### src/ssp_pkg.sv
// ssp_pkg.sv: constants and types of the synchronous serial port.
// assumes: one 200 MHz clock, configuration bits on plain ports.
package ssp_pkg;
  localparam int SSP_WIDTH = 16; // fifo word width
  localparam int SSP_DEPTH = 8; // fifo entries
  localparam logic [3:0] SSP_FULL = 4'h8; // fifo count when full
  localparam logic [3:0] SSP_TX_SERVICE = 4'h4; // tx service at or below
  localparam logic [3:0] SSP_RX_SERVICE = 4'h4; // rx service at or above
  localparam logic [4:0] SSP_MIN_BITS = 5'h04; // shortest frame
  localparam logic [4:0] SSP_PULSE_SKIP = 5'h01; // frame pulse slot
  localparam logic [4:0] SSP_CMD_SKIP = 5'h09; // control byte + wait
  localparam logic [6:0] SSP_TIMEOUT_HALF = 7'h40; // 32 idle periods
  localparam logic [5:0] SSP_TAIL_HALF = 6'h02; // frame hold after end
  localparam int SSP_IRQ_TX = 0; // status bit positions
  localparam int SSP_IRQ_RX = 1;
  localparam int SSP_IRQ_TMO = 2;
  localparam int SSP_IRQ_OVR = 3;
  localparam logic [1:0] SSP_FMT_SPI = 2'h0; // format select codes
  localparam logic [1:0] SSP_FMT_PULSE = 2'h1;
  localparam logic [1:0] SSP_FMT_CMD = 2'h2;
  typedef enum logic [1:0] {SSP_IDLE, SSP_START, SSP_XFER, SSP_TAIL}
    ssp_state_t;
endpackage

### src/ssp_fifo_if.sv
// ssp_fifo_if.sv: push/pop port between the port core and a fifo.
// assumes: all signals on the single system clock.
`timescale 1ns/1ps
interface ssp_fifo_if;
  logic push; // write one word
  logic [15:0] push_data; // word to write
  logic pop; // drop oldest word
  logic [15:0] head; // oldest word
  logic [3:0] count; // words held
  modport owner (input push, push_data, pop, output head, count);
  modport user (output push, push_data, pop, input head, count);
endinterface

### src/ssp_fifo.sv
// ssp_fifo.sv: 16-bit by 8-entry first-in first-out buffer.
// assumes: user never pushes when full nor pops when empty.
`timescale 1ns/1ps
module ssp_fifo import ssp_pkg::*; (
  input wire logic ref_clk_in,
  input wire logic sys_rst_in,
  ssp_fifo_if.owner port_if
);
  typedef struct packed {
    logic [SSP_DEPTH-1:0][SSP_WIDTH-1:0] mem; // storage
    logic [2:0] wp; // write pointer
    logic [2:0] rp; // read pointer
    logic [3:0] cnt; // fill level
  } ssp_fifo_regs_t;
  ssp_fifo_regs_t r;
  ssp_fifo_regs_t next_r;
  logic do_push; // guarded push
  logic do_pop; // guarded pop

  // pointer and level update
  always_comb begin
    next_r = r;
    do_push = port_if.push && (r.cnt != SSP_FULL);
    do_pop = port_if.pop && (r.cnt != 4'h0);
    if (do_push) begin
      next_r.mem[r.wp] = port_if.push_data;
      next_r.wp = r.wp + 3'h1;
    end
    if (do_pop) begin
      next_r.rp = r.rp + 3'h1;
    end
    next_r.cnt = r.cnt + {3'h0, do_push} - {3'h0, do_pop};
  end

  // state register
  always_ff @(posedge ref_clk_in) begin
    if (sys_rst_in) begin
      r <= '0;
    end else begin
      r <= next_r;
    end
  end

  assign port_if.head = r.mem[r.rp];
  assign port_if.count = r.cnt;
endmodule

### src/ssp_top.sv
// ssp_top.sv: synchronous serial port core, master or slave.
// assumes: pins asynchronous, configuration steady during frames.
`timescale 1ns/1ps
module ssp_top import ssp_pkg::*; (
  input wire logic ref_clk_in,
  input wire logic sys_rst_in,
  input wire logic enable_in,
  input wire logic master_in,
  input wire logic [1:0] format_in,
  input wire logic clock_polarity_in,
  input wire logic clock_phase_in,
  input wire logic loopback_in,
  input wire logic [3:0] data_size_in,
  input wire logic [7:0] clock_prescale_divisor_in,
  input wire logic [7:0] serial_clock_rate_in,
  input wire logic [3:0] interrupt_mask_in,
  input wire logic overrun_clear_in,
  input wire logic tx_wr_in,
  input wire logic [15:0] tx_data_in,
  output logic tx_ready_out,
  input wire logic rx_rd_in,
  output logic [15:0] rx_data_out,
  output logic rx_valid_out,
  output logic [3:0] raw_interrupt_status_out,
  output logic [3:0] masked_interrupt_status_out,
  output logic irq_out,
  output logic busy_out,
  input wire logic serial_clock_pin_in,
  output logic serial_clock_pin_out,
  output logic serial_clock_pin_oe_n_out,
  input wire logic frame_select_pin_in,
  output logic frame_select_pin_out,
  output logic frame_select_pin_oe_n_out,
  output logic serial_out_pin_out,
  output logic serial_out_pin_oe_n_out,
  input wire logic serial_in_pin_in
);
  typedef struct packed {
    ssp_state_t st; // frame sequencer
    logic [6:0] pre_cnt; // prescale half counter
    logic [7:0] rate_cnt; // rate counter
    logic [5:0] edge_cnt; // clock edges in frame
    logic [4:0] slots; // bit slots of frame
    logic [4:0] skip; // leading slots not captured
    logic [1:0] fmt; // format of frame
    logic capf; // capture on first edge
    logic [24:0] tx_sh; // transmit shifter
    logic [15:0] rx_sh; // receive shifter
    logic sclk; // serial clock out
    logic fss; // frame out
    logic sout; // serial data out
    logic sout_oe_n; // data out enable
    logic drv_oe_n; // clock/frame enable
    logic [2:0] sclk_s; // clock synchroniser
    logic [2:0] fss_s; // frame synchroniser
    logic [1:0] sin_s; // data synchroniser
    logic [15:0] rx_data; // word shown to user
    logic rx_valid; // rx_data holds a word
    logic tx_ready; // tx fifo has room
    logic ovr; // sticky overrun
    logic [6:0] idle_cnt; // idle half periods
    logic [3:0] raw; // raw status
    logic [3:0] mis; // masked status
    logic irq; // combined request
    logic busy; // frame in progress
  } ssp_regs_t;
  ssp_regs_t r;
  ssp_regs_t next_r;

  ssp_fifo_if tx_if ();
  ssp_fifo_if rx_if ();
  logic [6:0] psc_half; // prescale divisor over two
  logic pre_wrap; // prescaler end
  logic half_tick; // serial half period enable
  logic [4:0] nbits; // data bits of frame
  logic idle_now; // clock idle level
  logic in_bit; // serial input bit
  logic s_edge; // slave clock changed
  logic start; // frame load
  logic ev; // clock edge in frame
  logic cap; // this edge captures
  logic fin; // last edge of frame

  // left aligned shift pattern per format
  function automatic logic [24:0] load_shift(input logic [1:0] fmt,
    input logic [4:0] n, input logic [15:0] d);
    logic [15:0] al;
    al = d << (5'h10 - n);
    if (fmt == SSP_FMT_PULSE) begin
      load_shift = {1'b0, al, 8'h00};
    end else if (fmt == SSP_FMT_CMD) begin
      load_shift = {d[7:0], 17'h00000};
    end else begin
      load_shift = {al, 9'h000};
    end
  endfunction

  ssp_fifo u_tx_fifo (.ref_clk_in(ref_clk_in), .sys_rst_in(sys_rst_in),
    .port_if(tx_if.owner));
  ssp_fifo u_rx_fifo (.ref_clk_in(ref_clk_in), .sys_rst_in(sys_rst_in),
    .port_if(rx_if.owner));

  // divider terms, even values only
  assign psc_half = (clock_prescale_divisor_in[7:1] == 7'h00) ? 7'h01 :
    clock_prescale_divisor_in[7:1];
  assign pre_wrap = r.pre_cnt >= psc_half - 7'h01;
  assign half_tick = pre_wrap && (r.rate_cnt >= serial_clock_rate_in);
  assign nbits = ({1'b0, data_size_in} < SSP_MIN_BITS - 5'h01) ?
    SSP_MIN_BITS : {1'b0, data_size_in} + 5'h01;
  assign idle_now = (format_in == SSP_FMT_SPI) && clock_polarity_in;
  assign in_bit = loopback_in ? r.sout : r.sin_s[1];
  assign s_edge = r.sclk_s[1] != r.sclk_s[2];

  // next state of the whole port
  always_comb begin
    next_r = r;
    start = 1'b0;
    ev = 1'b0;
    cap = 1'b0;
    fin = 1'b0;
    tx_if.push = tx_wr_in && r.tx_ready;
    tx_if.push_data = tx_data_in;
    tx_if.pop = 1'b0;
    rx_if.pop = r.rx_valid && rx_rd_in;
    rx_if.push = 1'b0;
    // pins pass two flops, third only for edges
    next_r.sclk_s = {r.sclk_s[1:0], serial_clock_pin_in};
    next_r.fss_s = {r.fss_s[1:0], frame_select_pin_in};
    next_r.sin_s = {r.sin_s[0], serial_in_pin_in};
    next_r.drv_oe_n = !master_in;
    // prescaler then rate divider
    if (half_tick) begin
      next_r.pre_cnt = 7'h00;
      next_r.rate_cnt = 8'h00;
    end else if (pre_wrap) begin
      next_r.pre_cnt = 7'h00;
      next_r.rate_cnt = r.rate_cnt + 8'h01;
    end else begin
      next_r.pre_cnt = r.pre_cnt + 7'h01;
    end
    unique case (r.st)
      SSP_IDLE: begin
        // idle levels follow configuration
        next_r.sclk = idle_now;
        next_r.fss = format_in != SSP_FMT_PULSE;
        next_r.sout = 1'b0;
        next_r.sout_oe_n = !master_in || (format_in == SSP_FMT_PULSE);
        next_r.edge_cnt = 6'h00;
        if (enable_in && master_in) begin
          if (tx_if.count != 4'h0 && half_tick) begin
            start = 1'b1;
            next_r.st = SSP_START;
          end
        end else if (enable_in) begin
          if (format_in != SSP_FMT_PULSE && !r.fss_s[1] && r.fss_s[2]) begin
            start = 1'b1;
            next_r.st = SSP_XFER;
          end else if (format_in == SSP_FMT_PULSE && r.fss_s[1] &&
            r.sclk_s[1] && !r.sclk_s[2]) begin
            start = 1'b1;
            next_r.st = SSP_XFER;
          end
        end
      end
      SSP_START: begin
        // half period of set-up before the first edge
        if (half_tick) begin
          next_r.st = SSP_XFER;
        end
      end
      SSP_XFER: begin
        ev = master_in ? half_tick : s_edge;
        if (!master_in && r.fmt != SSP_FMT_PULSE && r.fss_s[1]) begin
          ev = 1'b0;
          next_r.st = SSP_IDLE;
        end
      end
      SSP_TAIL: begin
        // master holds frame one period after last edge, slave returns to idle at once
        if (!master_in) begin
          next_r.st = SSP_IDLE;
        end else if (half_tick) begin
          next_r.edge_cnt = r.edge_cnt + 6'h01;
          if (r.edge_cnt == SSP_TAIL_HALF - 6'h01) begin
            next_r.st = SSP_IDLE;
          end
        end
      end
    endcase
    // frame load from transmit fifo
    if (start) begin
      tx_if.pop = tx_if.count != 4'h0;
      next_r.fmt = format_in;
      next_r.capf = (format_in == SSP_FMT_CMD) ||
        (format_in == SSP_FMT_SPI && !clock_phase_in);
      next_r.skip = (format_in == SSP_FMT_PULSE) ? SSP_PULSE_SKIP :
        (format_in == SSP_FMT_CMD) ? SSP_CMD_SKIP : 5'h00;
      next_r.slots = nbits + next_r.skip;
      next_r.tx_sh = load_shift(format_in, nbits,
        (tx_if.count != 4'h0) ? tx_if.head : 16'h0000);
      next_r.rx_sh = 16'h0000;
      next_r.sout_oe_n = 1'b0;
      next_r.edge_cnt = (!master_in && format_in == SSP_FMT_PULSE) ?
        6'h01 : 6'h00;
      if (master_in && format_in != SSP_FMT_PULSE) begin
        next_r.fss = 1'b0;
      end
      if (next_r.capf) begin
        next_r.sout = next_r.tx_sh[24];
        next_r.tx_sh = {next_r.tx_sh[23:0], 1'b0};
      end
    end
    // one serial clock edge
    if (ev) begin
      cap = r.edge_cnt[0] ^ r.capf;
      if (master_in) begin
        next_r.sclk = !r.sclk;
      end
      if (cap && r.edge_cnt[5:1] >= {1'b0, r.skip}) begin
        next_r.rx_sh = {r.rx_sh[14:0], in_bit};
      end
      if (!cap && !(r.capf && r.edge_cnt[5:1] == {1'b0, r.slots} - 6'h01))
      begin
        next_r.sout = r.tx_sh[24];
        next_r.tx_sh = {r.tx_sh[23:0], 1'b0};
      end
      if (master_in && r.fmt == SSP_FMT_PULSE) begin
        if (r.edge_cnt == 6'h00) begin
          next_r.fss = 1'b1;
        end else if (r.edge_cnt == 6'h02) begin
          next_r.fss = 1'b0;
        end
      end
      if (r.edge_cnt == {r.slots, 1'b0} - 6'h01) begin
        fin = 1'b1;
        next_r.st = SSP_TAIL;
        next_r.edge_cnt = 6'h00;
      end else begin
        next_r.edge_cnt = r.edge_cnt + 6'h01;
      end
    end
    // end of tail restores idle pins
    if (r.st == SSP_TAIL && next_r.st == SSP_IDLE) begin
      next_r.fss = r.fmt != SSP_FMT_PULSE;
      next_r.sout_oe_n = !master_in || (r.fmt == SSP_FMT_PULSE);
    end
    if (!enable_in) begin
      next_r.st = SSP_IDLE;
    end
    // receive word or overrun
    if (fin && rx_if.count != SSP_FULL) begin
      rx_if.push = 1'b1;
    end
    next_r.ovr = (r.ovr && !overrun_clear_in) ||
      (fin && rx_if.count == SSP_FULL);
    rx_if.push_data = next_r.rx_sh;
    // user side of both fifos
    next_r.tx_ready = (tx_if.count + {3'h0, tx_if.push} -
      {3'h0, tx_if.pop}) < SSP_FULL;
    if (rx_if.pop) begin
      next_r.rx_valid = 1'b0;
    end else if (!r.rx_valid && rx_if.count != 4'h0) begin
      next_r.rx_valid = 1'b1;
      next_r.rx_data = rx_if.head;
    end
    // receive timeout counter
    if (r.st != SSP_IDLE || rx_if.pop || rx_if.count == 4'h0) begin
      next_r.idle_cnt = 7'h00;
    end else if (half_tick && r.idle_cnt != SSP_TIMEOUT_HALF) begin
      next_r.idle_cnt = r.idle_cnt + 7'h01;
    end
    // status and request
    next_r.raw[SSP_IRQ_TX] = tx_if.count <= SSP_TX_SERVICE;
    next_r.raw[SSP_IRQ_RX] = rx_if.count >= SSP_RX_SERVICE;
    next_r.raw[SSP_IRQ_TMO] = (rx_if.count != 4'h0) &&
      (r.idle_cnt == SSP_TIMEOUT_HALF);
    next_r.raw[SSP_IRQ_OVR] = next_r.ovr;
    next_r.mis = next_r.raw & interrupt_mask_in;
    next_r.irq = |next_r.mis;
    next_r.busy = next_r.st != SSP_IDLE;
  end

  // state register
  always_ff @(posedge ref_clk_in) begin
    if (sys_rst_in) begin
      r <= '0;
    end else begin
      r <= next_r;
    end
  end

  // outputs straight from the state register
  assign tx_ready_out = r.tx_ready;
  assign rx_data_out = r.rx_data;
  assign rx_valid_out = r.rx_valid;
  assign raw_interrupt_status_out = r.raw;
  assign masked_interrupt_status_out = r.mis;
  assign irq_out = r.irq;
  assign busy_out = r.busy;
  assign serial_clock_pin_out = r.sclk;
  assign serial_clock_pin_oe_n_out = r.drv_oe_n;
  assign frame_select_pin_out = r.fss;
  assign frame_select_pin_oe_n_out = r.drv_oe_n;
  assign serial_out_pin_out = r.sout;
  assign serial_out_pin_oe_n_out = r.sout_oe_n;
endmodule

### config.mk
export PLATFORM = sky130hd
export DESIGN_NAME = ssp_top
export DESIGN_NICKNAME = d
export VERILOG_FILES = /design/src/ssp_pkg.sv /design/src/ssp_fifo_if.sv /design/src/ssp_fifo.sv /design/src/ssp_top.sv
export SDC_FILE = /design/constraint.sdc
export NUM_CORES = 1
export LEC_CHECK = 0
export ABC_AREA = 1
export BUFFER_PORTS_ARGS = -buffer_cell sky130_fd_sc_hd__buf_2
export CAP_MARGIN = 20
export CORE_UTILIZATION = 60
export DETAILED_ROUTE_END_ITERATION = 16
export GPL_ROUTABILITY_DRIVEN = 0
export GPL_TIMING_DRIVEN = 0
export PLACE_DENSITY_LB_ADDON = 0.05
export SYNTH_ARGS = -nofsm -noshare
export SYNTH_HDL_FRONTEND = slang
export SYNTH_SLANG_ARGS = --single-unit
### constraint.sdc
create_clock -name ref_clk_in -period 12.9 [get_ports ref_clk_in]
set_clock_uncertainty 0.15 [all_clocks]
set_input_delay 0.645 -clock ref_clk_in [delete_from_list [all_inputs] [get_ports ref_clk_in]]
set_output_delay 0.645 -clock ref_clk_in [all_outputs]
set_load 0.05 [all_outputs]
# --- Word-level counts from Yosys, hierarchy flattened ---
# Index checks and enable logic that the tools add are counted.
classes:
  add_sub_neg: 20
  order_cmp: 13
  eq_ne: 20
  shifts: 1
  n_mux: 67
  bitwise: 3
  n_reduce_logical: 67
ops:
  columns: ["op", "count"]
  rows:
  - ["$bwmux W128", 2]
  - ["$mux W25", 4]
  - ["$bmux W16 S3", 2]
  - ["$demux W16 S3", 2]
  - ["$mux W16", 6]
  - ["$mux W60", 1]
  - ["$mux W44", 1]
  - ["$logic_and A1 B1 Y1", 33]
  - ["$mux W2", 13]
  - ["$mux W1", 24]
  - ["$mux W6", 4]
  - ["$lt A3 B4 Y1 const B", 4]
  - ["$ne A4 B4 Y1 const B", 4]
  - ["$shl A16 B5 Y16", 1]
  - ["$add A7 B1 Y7 const B", 2]
  - ["$add A3 B1 Y3 const B", 4]
  - ["$add A4 B1 Y4", 3]
  - ["$mux W4", 3]
  - ["$pmux W6 S2", 1]
  - ["$reduce_bool A4 Y1", 3]
  - ["$sub A4 B1 Y4", 3]
  - ["$logic_not A1 Y1", 9]
  - ["$add A8 B1 Y8 const B", 1]
  - ["$ge A8 B8 Y1", 1]
  - ["44 further kinds", 60]
word_totals:
  regBits: 402
  inputBits: 55

# --- Longest topological paths before layout ---
depth:
  depth_word: 15
  depth_mapped: 29
  mapped_depth_nobuf: 29

# --- Cells and area by module ---
# From an unflattened synthesis, not the netlist that was laid out.
unflattened:
  cells_unflattened: 3436
  area_unflattened_um2: 21952.3
modules_own_cells:
  columns: ["module", "instances", "cells_each", "area_per_inst_um2", "seq_area_each_um2"]
  rows:
  - ["ssp_top", 1, 1178, 7767.4, 2442.3]
  - ["ssp_fifo at u_rx_fifo", 1, 1129, 7093.1, 2762.6]
  - ["ssp_fifo at u_tx_fifo", 1, 1129, 7091.8, 2762.6]

# --- Least setup slack after synthesis ---
# Ideal clock, no wire load.
synth_path:
  kind: "input to register"
  start: "in clock_prescale_divisor_in[2]"
  end: "reg u_tx_fifo.r, in the netlist u_tx_fifo.port_if.count[2]"
  setup_time_ns: 0.128
  t_arrival_ns: 4.400
  path_slack_ns: 8.222
  cell_stages: 26
  path_cell_list: "or2_2 nor3_1 nand2_1 nand2_1 inv_1 ha_1 nand3_1 xor2_1 ha_1 a21oi_1 o21a_1 nand3_4 nand2_4 nor2_4 nand3_1 nand2_1 nand2_2 clkinv_1 nand2_1 inv_1 ha_1 inv_1 ha_1 fa_1 xnor2_1 nor2_1"
synth_between:
  elab_chain_cells: 12
synth_rtl:
  columns: ["element", "line_no", "text"]
  rows:
  - ["from (decl)", "ssp_top.sv:14", "input wire logic [7:0] clock_prescale_divisor_in,"]
  - ["$logic_not A7 Y1", "ssp_top.sv:104", "assign psc_half = (clock_prescale_divisor_in[7:1] == 7'h00) ? 7'h01 :"]
  - ["$mux W7 (*)", "ssp_top.sv:104", null]
  - ["$sub A7 B1 Y7 (*)", "ssp_top.sv:106", "assign pre_wrap = r.pre_cnt >= psc_half - 7'h01;"]
  - ["$ge A7 B7 Y1 (*)", "ssp_top.sv:106", null]
  - ["$logic_and A1 B1 Y1 (*)", "ssp_top.sv:107", "assign half_tick = pre_wrap && (r.rate_cnt >= serial_clock_rate_in);"]
  - ["$logic_and A1 B1 Y1 (*)", "ssp_top.sv:150", "if (tx_if.count != 4'h0 && half_tick) begin"]
  - ["$mux W1 (*)", "ssp_top.sv:150", null]
  - ["$mux W1 (*)", "ssp_top.sv:149", "if (enable_in && master_in) begin"]
  - ["$mux W1 (*)", "ssp_top.sv:141", "unique case (r.st)"]
  - ["$mux W1 (*)", "ssp_top.sv:191", "if (start) begin"]
  - ["$logic_and A1 B1 Y1 (*)", "ssp_fifo.sv:24", "do_pop = port_if.pop && (r.cnt != 4'h0);"]
  - ["named net u_tx_fifo.do_pop", "ssp_fifo.sv:18", "logic do_pop;"]
  - ["$sub A4 B1 Y4 (*)", "ssp_fifo.sv:32", "next_r.cnt = r.cnt + {3'h0, do_push} - {3'h0, do_pop};"]
  - ["to (signal assigned)", "ssp_fifo.sv:40", "r <= next_r;"]
  - ["to (decl)", "ssp_fifo.sv:15", "ssp_fifo_regs_t r;"]
# Mark *: on every way through the listed nets, which the timed path passes. The rest lies on a longest branch.
# A chain may end at the register's enable or synchronous reset.

# --- Worst setup path after layout ---
# Ends and elaborated chain as after synthesis.

==> key figures <==
Yosys
  • Netlist cell types: 50
  • Top post-synthesis cells by area: dfxtp_1, o21ai_0, a21oi_1
  • Synth Register Bits: 398
  • Synth warnings: 0
  • Top-area cell type share of the netlist area: 40.8%
  • Sequential share of the synthesized area: 40.8%
  • FFs w/ async S/R, synth: 0%
  • Synthesized Nets: 2,879
  • Syn Std Cell Area: 19,500 um2
  • Syn Inst Count: 2,764
  • Synthesized area per cell: 7.06 um2
  • EDFF count, synth: 0
  • Area leader, netlist: dfxtp_1
  • Top_reg_cell synth: dfxtp_1

Floorplan
  • Row cnt: 65
  • Starting Density: 61.4%
  • Die Y: 182 um
  • Core area: 31,800 um2
  • Die footprint: 33,200 um2
  • IO Pins: 89
  • Die Wd: 182 um

Run
  • Max-cap violations: 0

Min path
  • Hold/Removal Path Class: primary input to flip-flop
  • Worst Min Path Start: serial_in_pin_in

Critical path
  • Worst setup path class: primary input to flip-flop
  • FF-to-FF Start: r[114]
  • CP Launch Type: primary input
  • Crit path capture type: flip-flop
  • Critical path origin: clock_prescale_divisor_in[2]
  • Worst Path Required: 13.15 ns
  • CP max FO: 10
  • CP arrival: 5.21 ns

Global route
  • Number of global-route vias before repair: 18,200
  • Initial antenna violation count: 0
  • GRT Total Usage: 36.2%
  • Grt total ovfl: 0
  • First-pass GRT wire length: 95,400 um
  • Largest net degree at the start of global routing: 14

Finish
  • Commonest cells after routing, fill and taps aside: dfxtp_1, nand2_1, o21ai_0
  • Most common cell after layout, fill and taps aside: dfxtp_1
  • Share of cells above drive strength 1: 9.24%
  • Area growth syn-to-layout: 11.9%
  • Fin cells: 3,356
  • Diodes inserted: 0
  • Fin nets: 3,008

Timing
  • Slew Limit Fails: 0
  • RSZ-0062 raised after global routing: no
  • Slew HR: 33.3%
  • Slew @ Worst Pin: 1.00 ns
  • Setup TNS: 0 ns
  • Hold WS: 0.161 ns
  • Final worst slack: 7.94 ns
  • Final period util: 38.4%
  • FMAX: 0.202 GHz
  • Final setup vio count: 0
  • Final hold violation count: 0
  • Min Clock Period, post-route: 4.96 ns

Detailed routing
  • Vias per cell: 5.91
  • Total iterations of the first detailed-routing run: 8
  • Wire length per cell: 18.1 um
  • Final wirelength: 60,800 um
  • Via count: 19,800
  • Residual DRC count: 0
  • 1st-iter DRT viols: 2,437
  • Post-DRT Antenna Nets: 0

Clock tree
  • Worst-path clk slew: 0.06 ns
  • CTS Buffer Depth: 3
  • Root Driver: clkbuf_16
  • Clk Latency, worst-skew pair: 0.54 ns
  • Setup Fix Bufs, Post-CTS: 0
  • TritonCTS Buffers: 42
  • Hold_buf cts: 0
  • Cts repair resizes: 0
  • Num Clock Sinks: 398
  • CTS tree: built
  • H-tree levels: 2

Placed design
  • Placed instance count: 3,284
  • Port-buffer cells: 84
  • Dpl hpwl: 44,300 um
  • Dpl ws: 7.37 ns

Power
  • Total power: 2.91 mW
  • Maximum vdd drop: 0.104 mV
  • P per Cell Area: 133 nW/um2
  • Cell leakage power: 8.87 nW

Run status
  • Outcome: finished, final reports clean
## report_power, final
group / switching, mW / leakage, nW / internal (mW)
Combinational: 0.313 / 4.98 / 0.121
Sequential: 0.0204 / 3.21 / 1.27
Clock: 0.496 / 0.677 / 0.693
Total: 0.829 / 8.87 / 2.08
## synth_stat cells (5+ instances only)
cell type,instances
a21oi_1,331
a22oi_1,5
a31oi_1,5
buf_1,9
buf_2,38
buf_4,29
buf_6,5
clkbuf_1,109
clkinv_1,5
dfxtp_1,398
ha_1,58
inv_1,294
inv_2,10
nand2_1,382
nand2_2,7
nand3_1,247
nand4_1,19
nor2_1,276
nor2_2,6
nor2_4,8
nor3_1,20
nor4_1,5
o211ai_1,41
o21ai_0,354
o21ai_1,27
xnor2_1,16
xor2_1,16
## sequential cells by signal, summed over array words and instances (netlist names), 3 cells and up
name and cells:
u_tx_fifo.r 134, r 85, next_r 5, u_rx_fifo.port_if.count 4, masked_interrupt_status_out 4, u_tx_fifo.port_if.count 4, u_rx_fifo.r 134, rx_data_out 16
raw_interrupt_status_out 3
## routing by layer
metal  share of wire, %  GRT usage (%)
met3                 11           8.16
met5                  0              0
met1                 41           47.9
met2                 44           57.2
met4                4.0           14.6
## final timing paths
check                                    end  slack, ns  depth (start not counted)
setup / recovery  u_tx_fifo.port_if.count[2]       7.94                         27
hold reg to reg                   next_r[43]       0.27                          2
setup reg to reg  u_tx_fifo.port_if.count[2]       8.84                         19
hold / removal                    next_r[37]       0.16                          3
## final cells by class
type | count | area, um2
Clock inverter | 8 | 43.8
Sequential cell | 398 | 7970
Clock buffer | 64 | 1310
Tap cell | 435 | 544
Buffer | 190 | 907
Timing Repair Buffer | 85 | 428
Fill cell | 2775 | 9960
Inverter | 310 | 1160
Multi-Input combinational cell | 1866 | 9470
## stage by stage
stage / util (%) / cell area, um2
floorplan: - / 19500
global placement: 64.4 / 20500
detailed placement: 64.4 / 20500
CTS: 68.7 / 21800
global route: 68.7 / 21800
finish: 68.7 / 21800
## logic make-up after synthesis
logic type                 after synthesis  share of synthesized area, %
and+or+nand+nor                        992                          22.1
AOI/OAI and AO/OA                      781                          21.0
buffers and inverters                  500                          10.6
DFF                                    398                          40.8
adders and majority gates               60                          3.92
xor gates and xnor gates                32                          1.44
muxes                                    1                        0.0577
## critical path, cell delays in order
cell and delay, ns:
buf_2 0.10, or2_2 0.31, nor3_1 0.14, nand2_1 0.07
nand2_1 0.10, inv_1 0.07, ha_1 0.22, nand3_1 0.10
xor2_1 0.16, ha_1 0.28, a21oi_1 0.17, o21a_1 0.24
nand3_4 0.15, nand2_4 0.16, nor2_4 0.05, nand3_1 0.08
nand2_1 0.10, nand2_2 0.17, clkinv_1 0.33, nand2_1 0.22
inv_1 0.12, ha_1 0.29, inv_1 0.05, ha_1 0.21
fa_1 0.41, xnor2_1 0.19, nor2_1 0.05
Power figures use the tool's default switching activity.
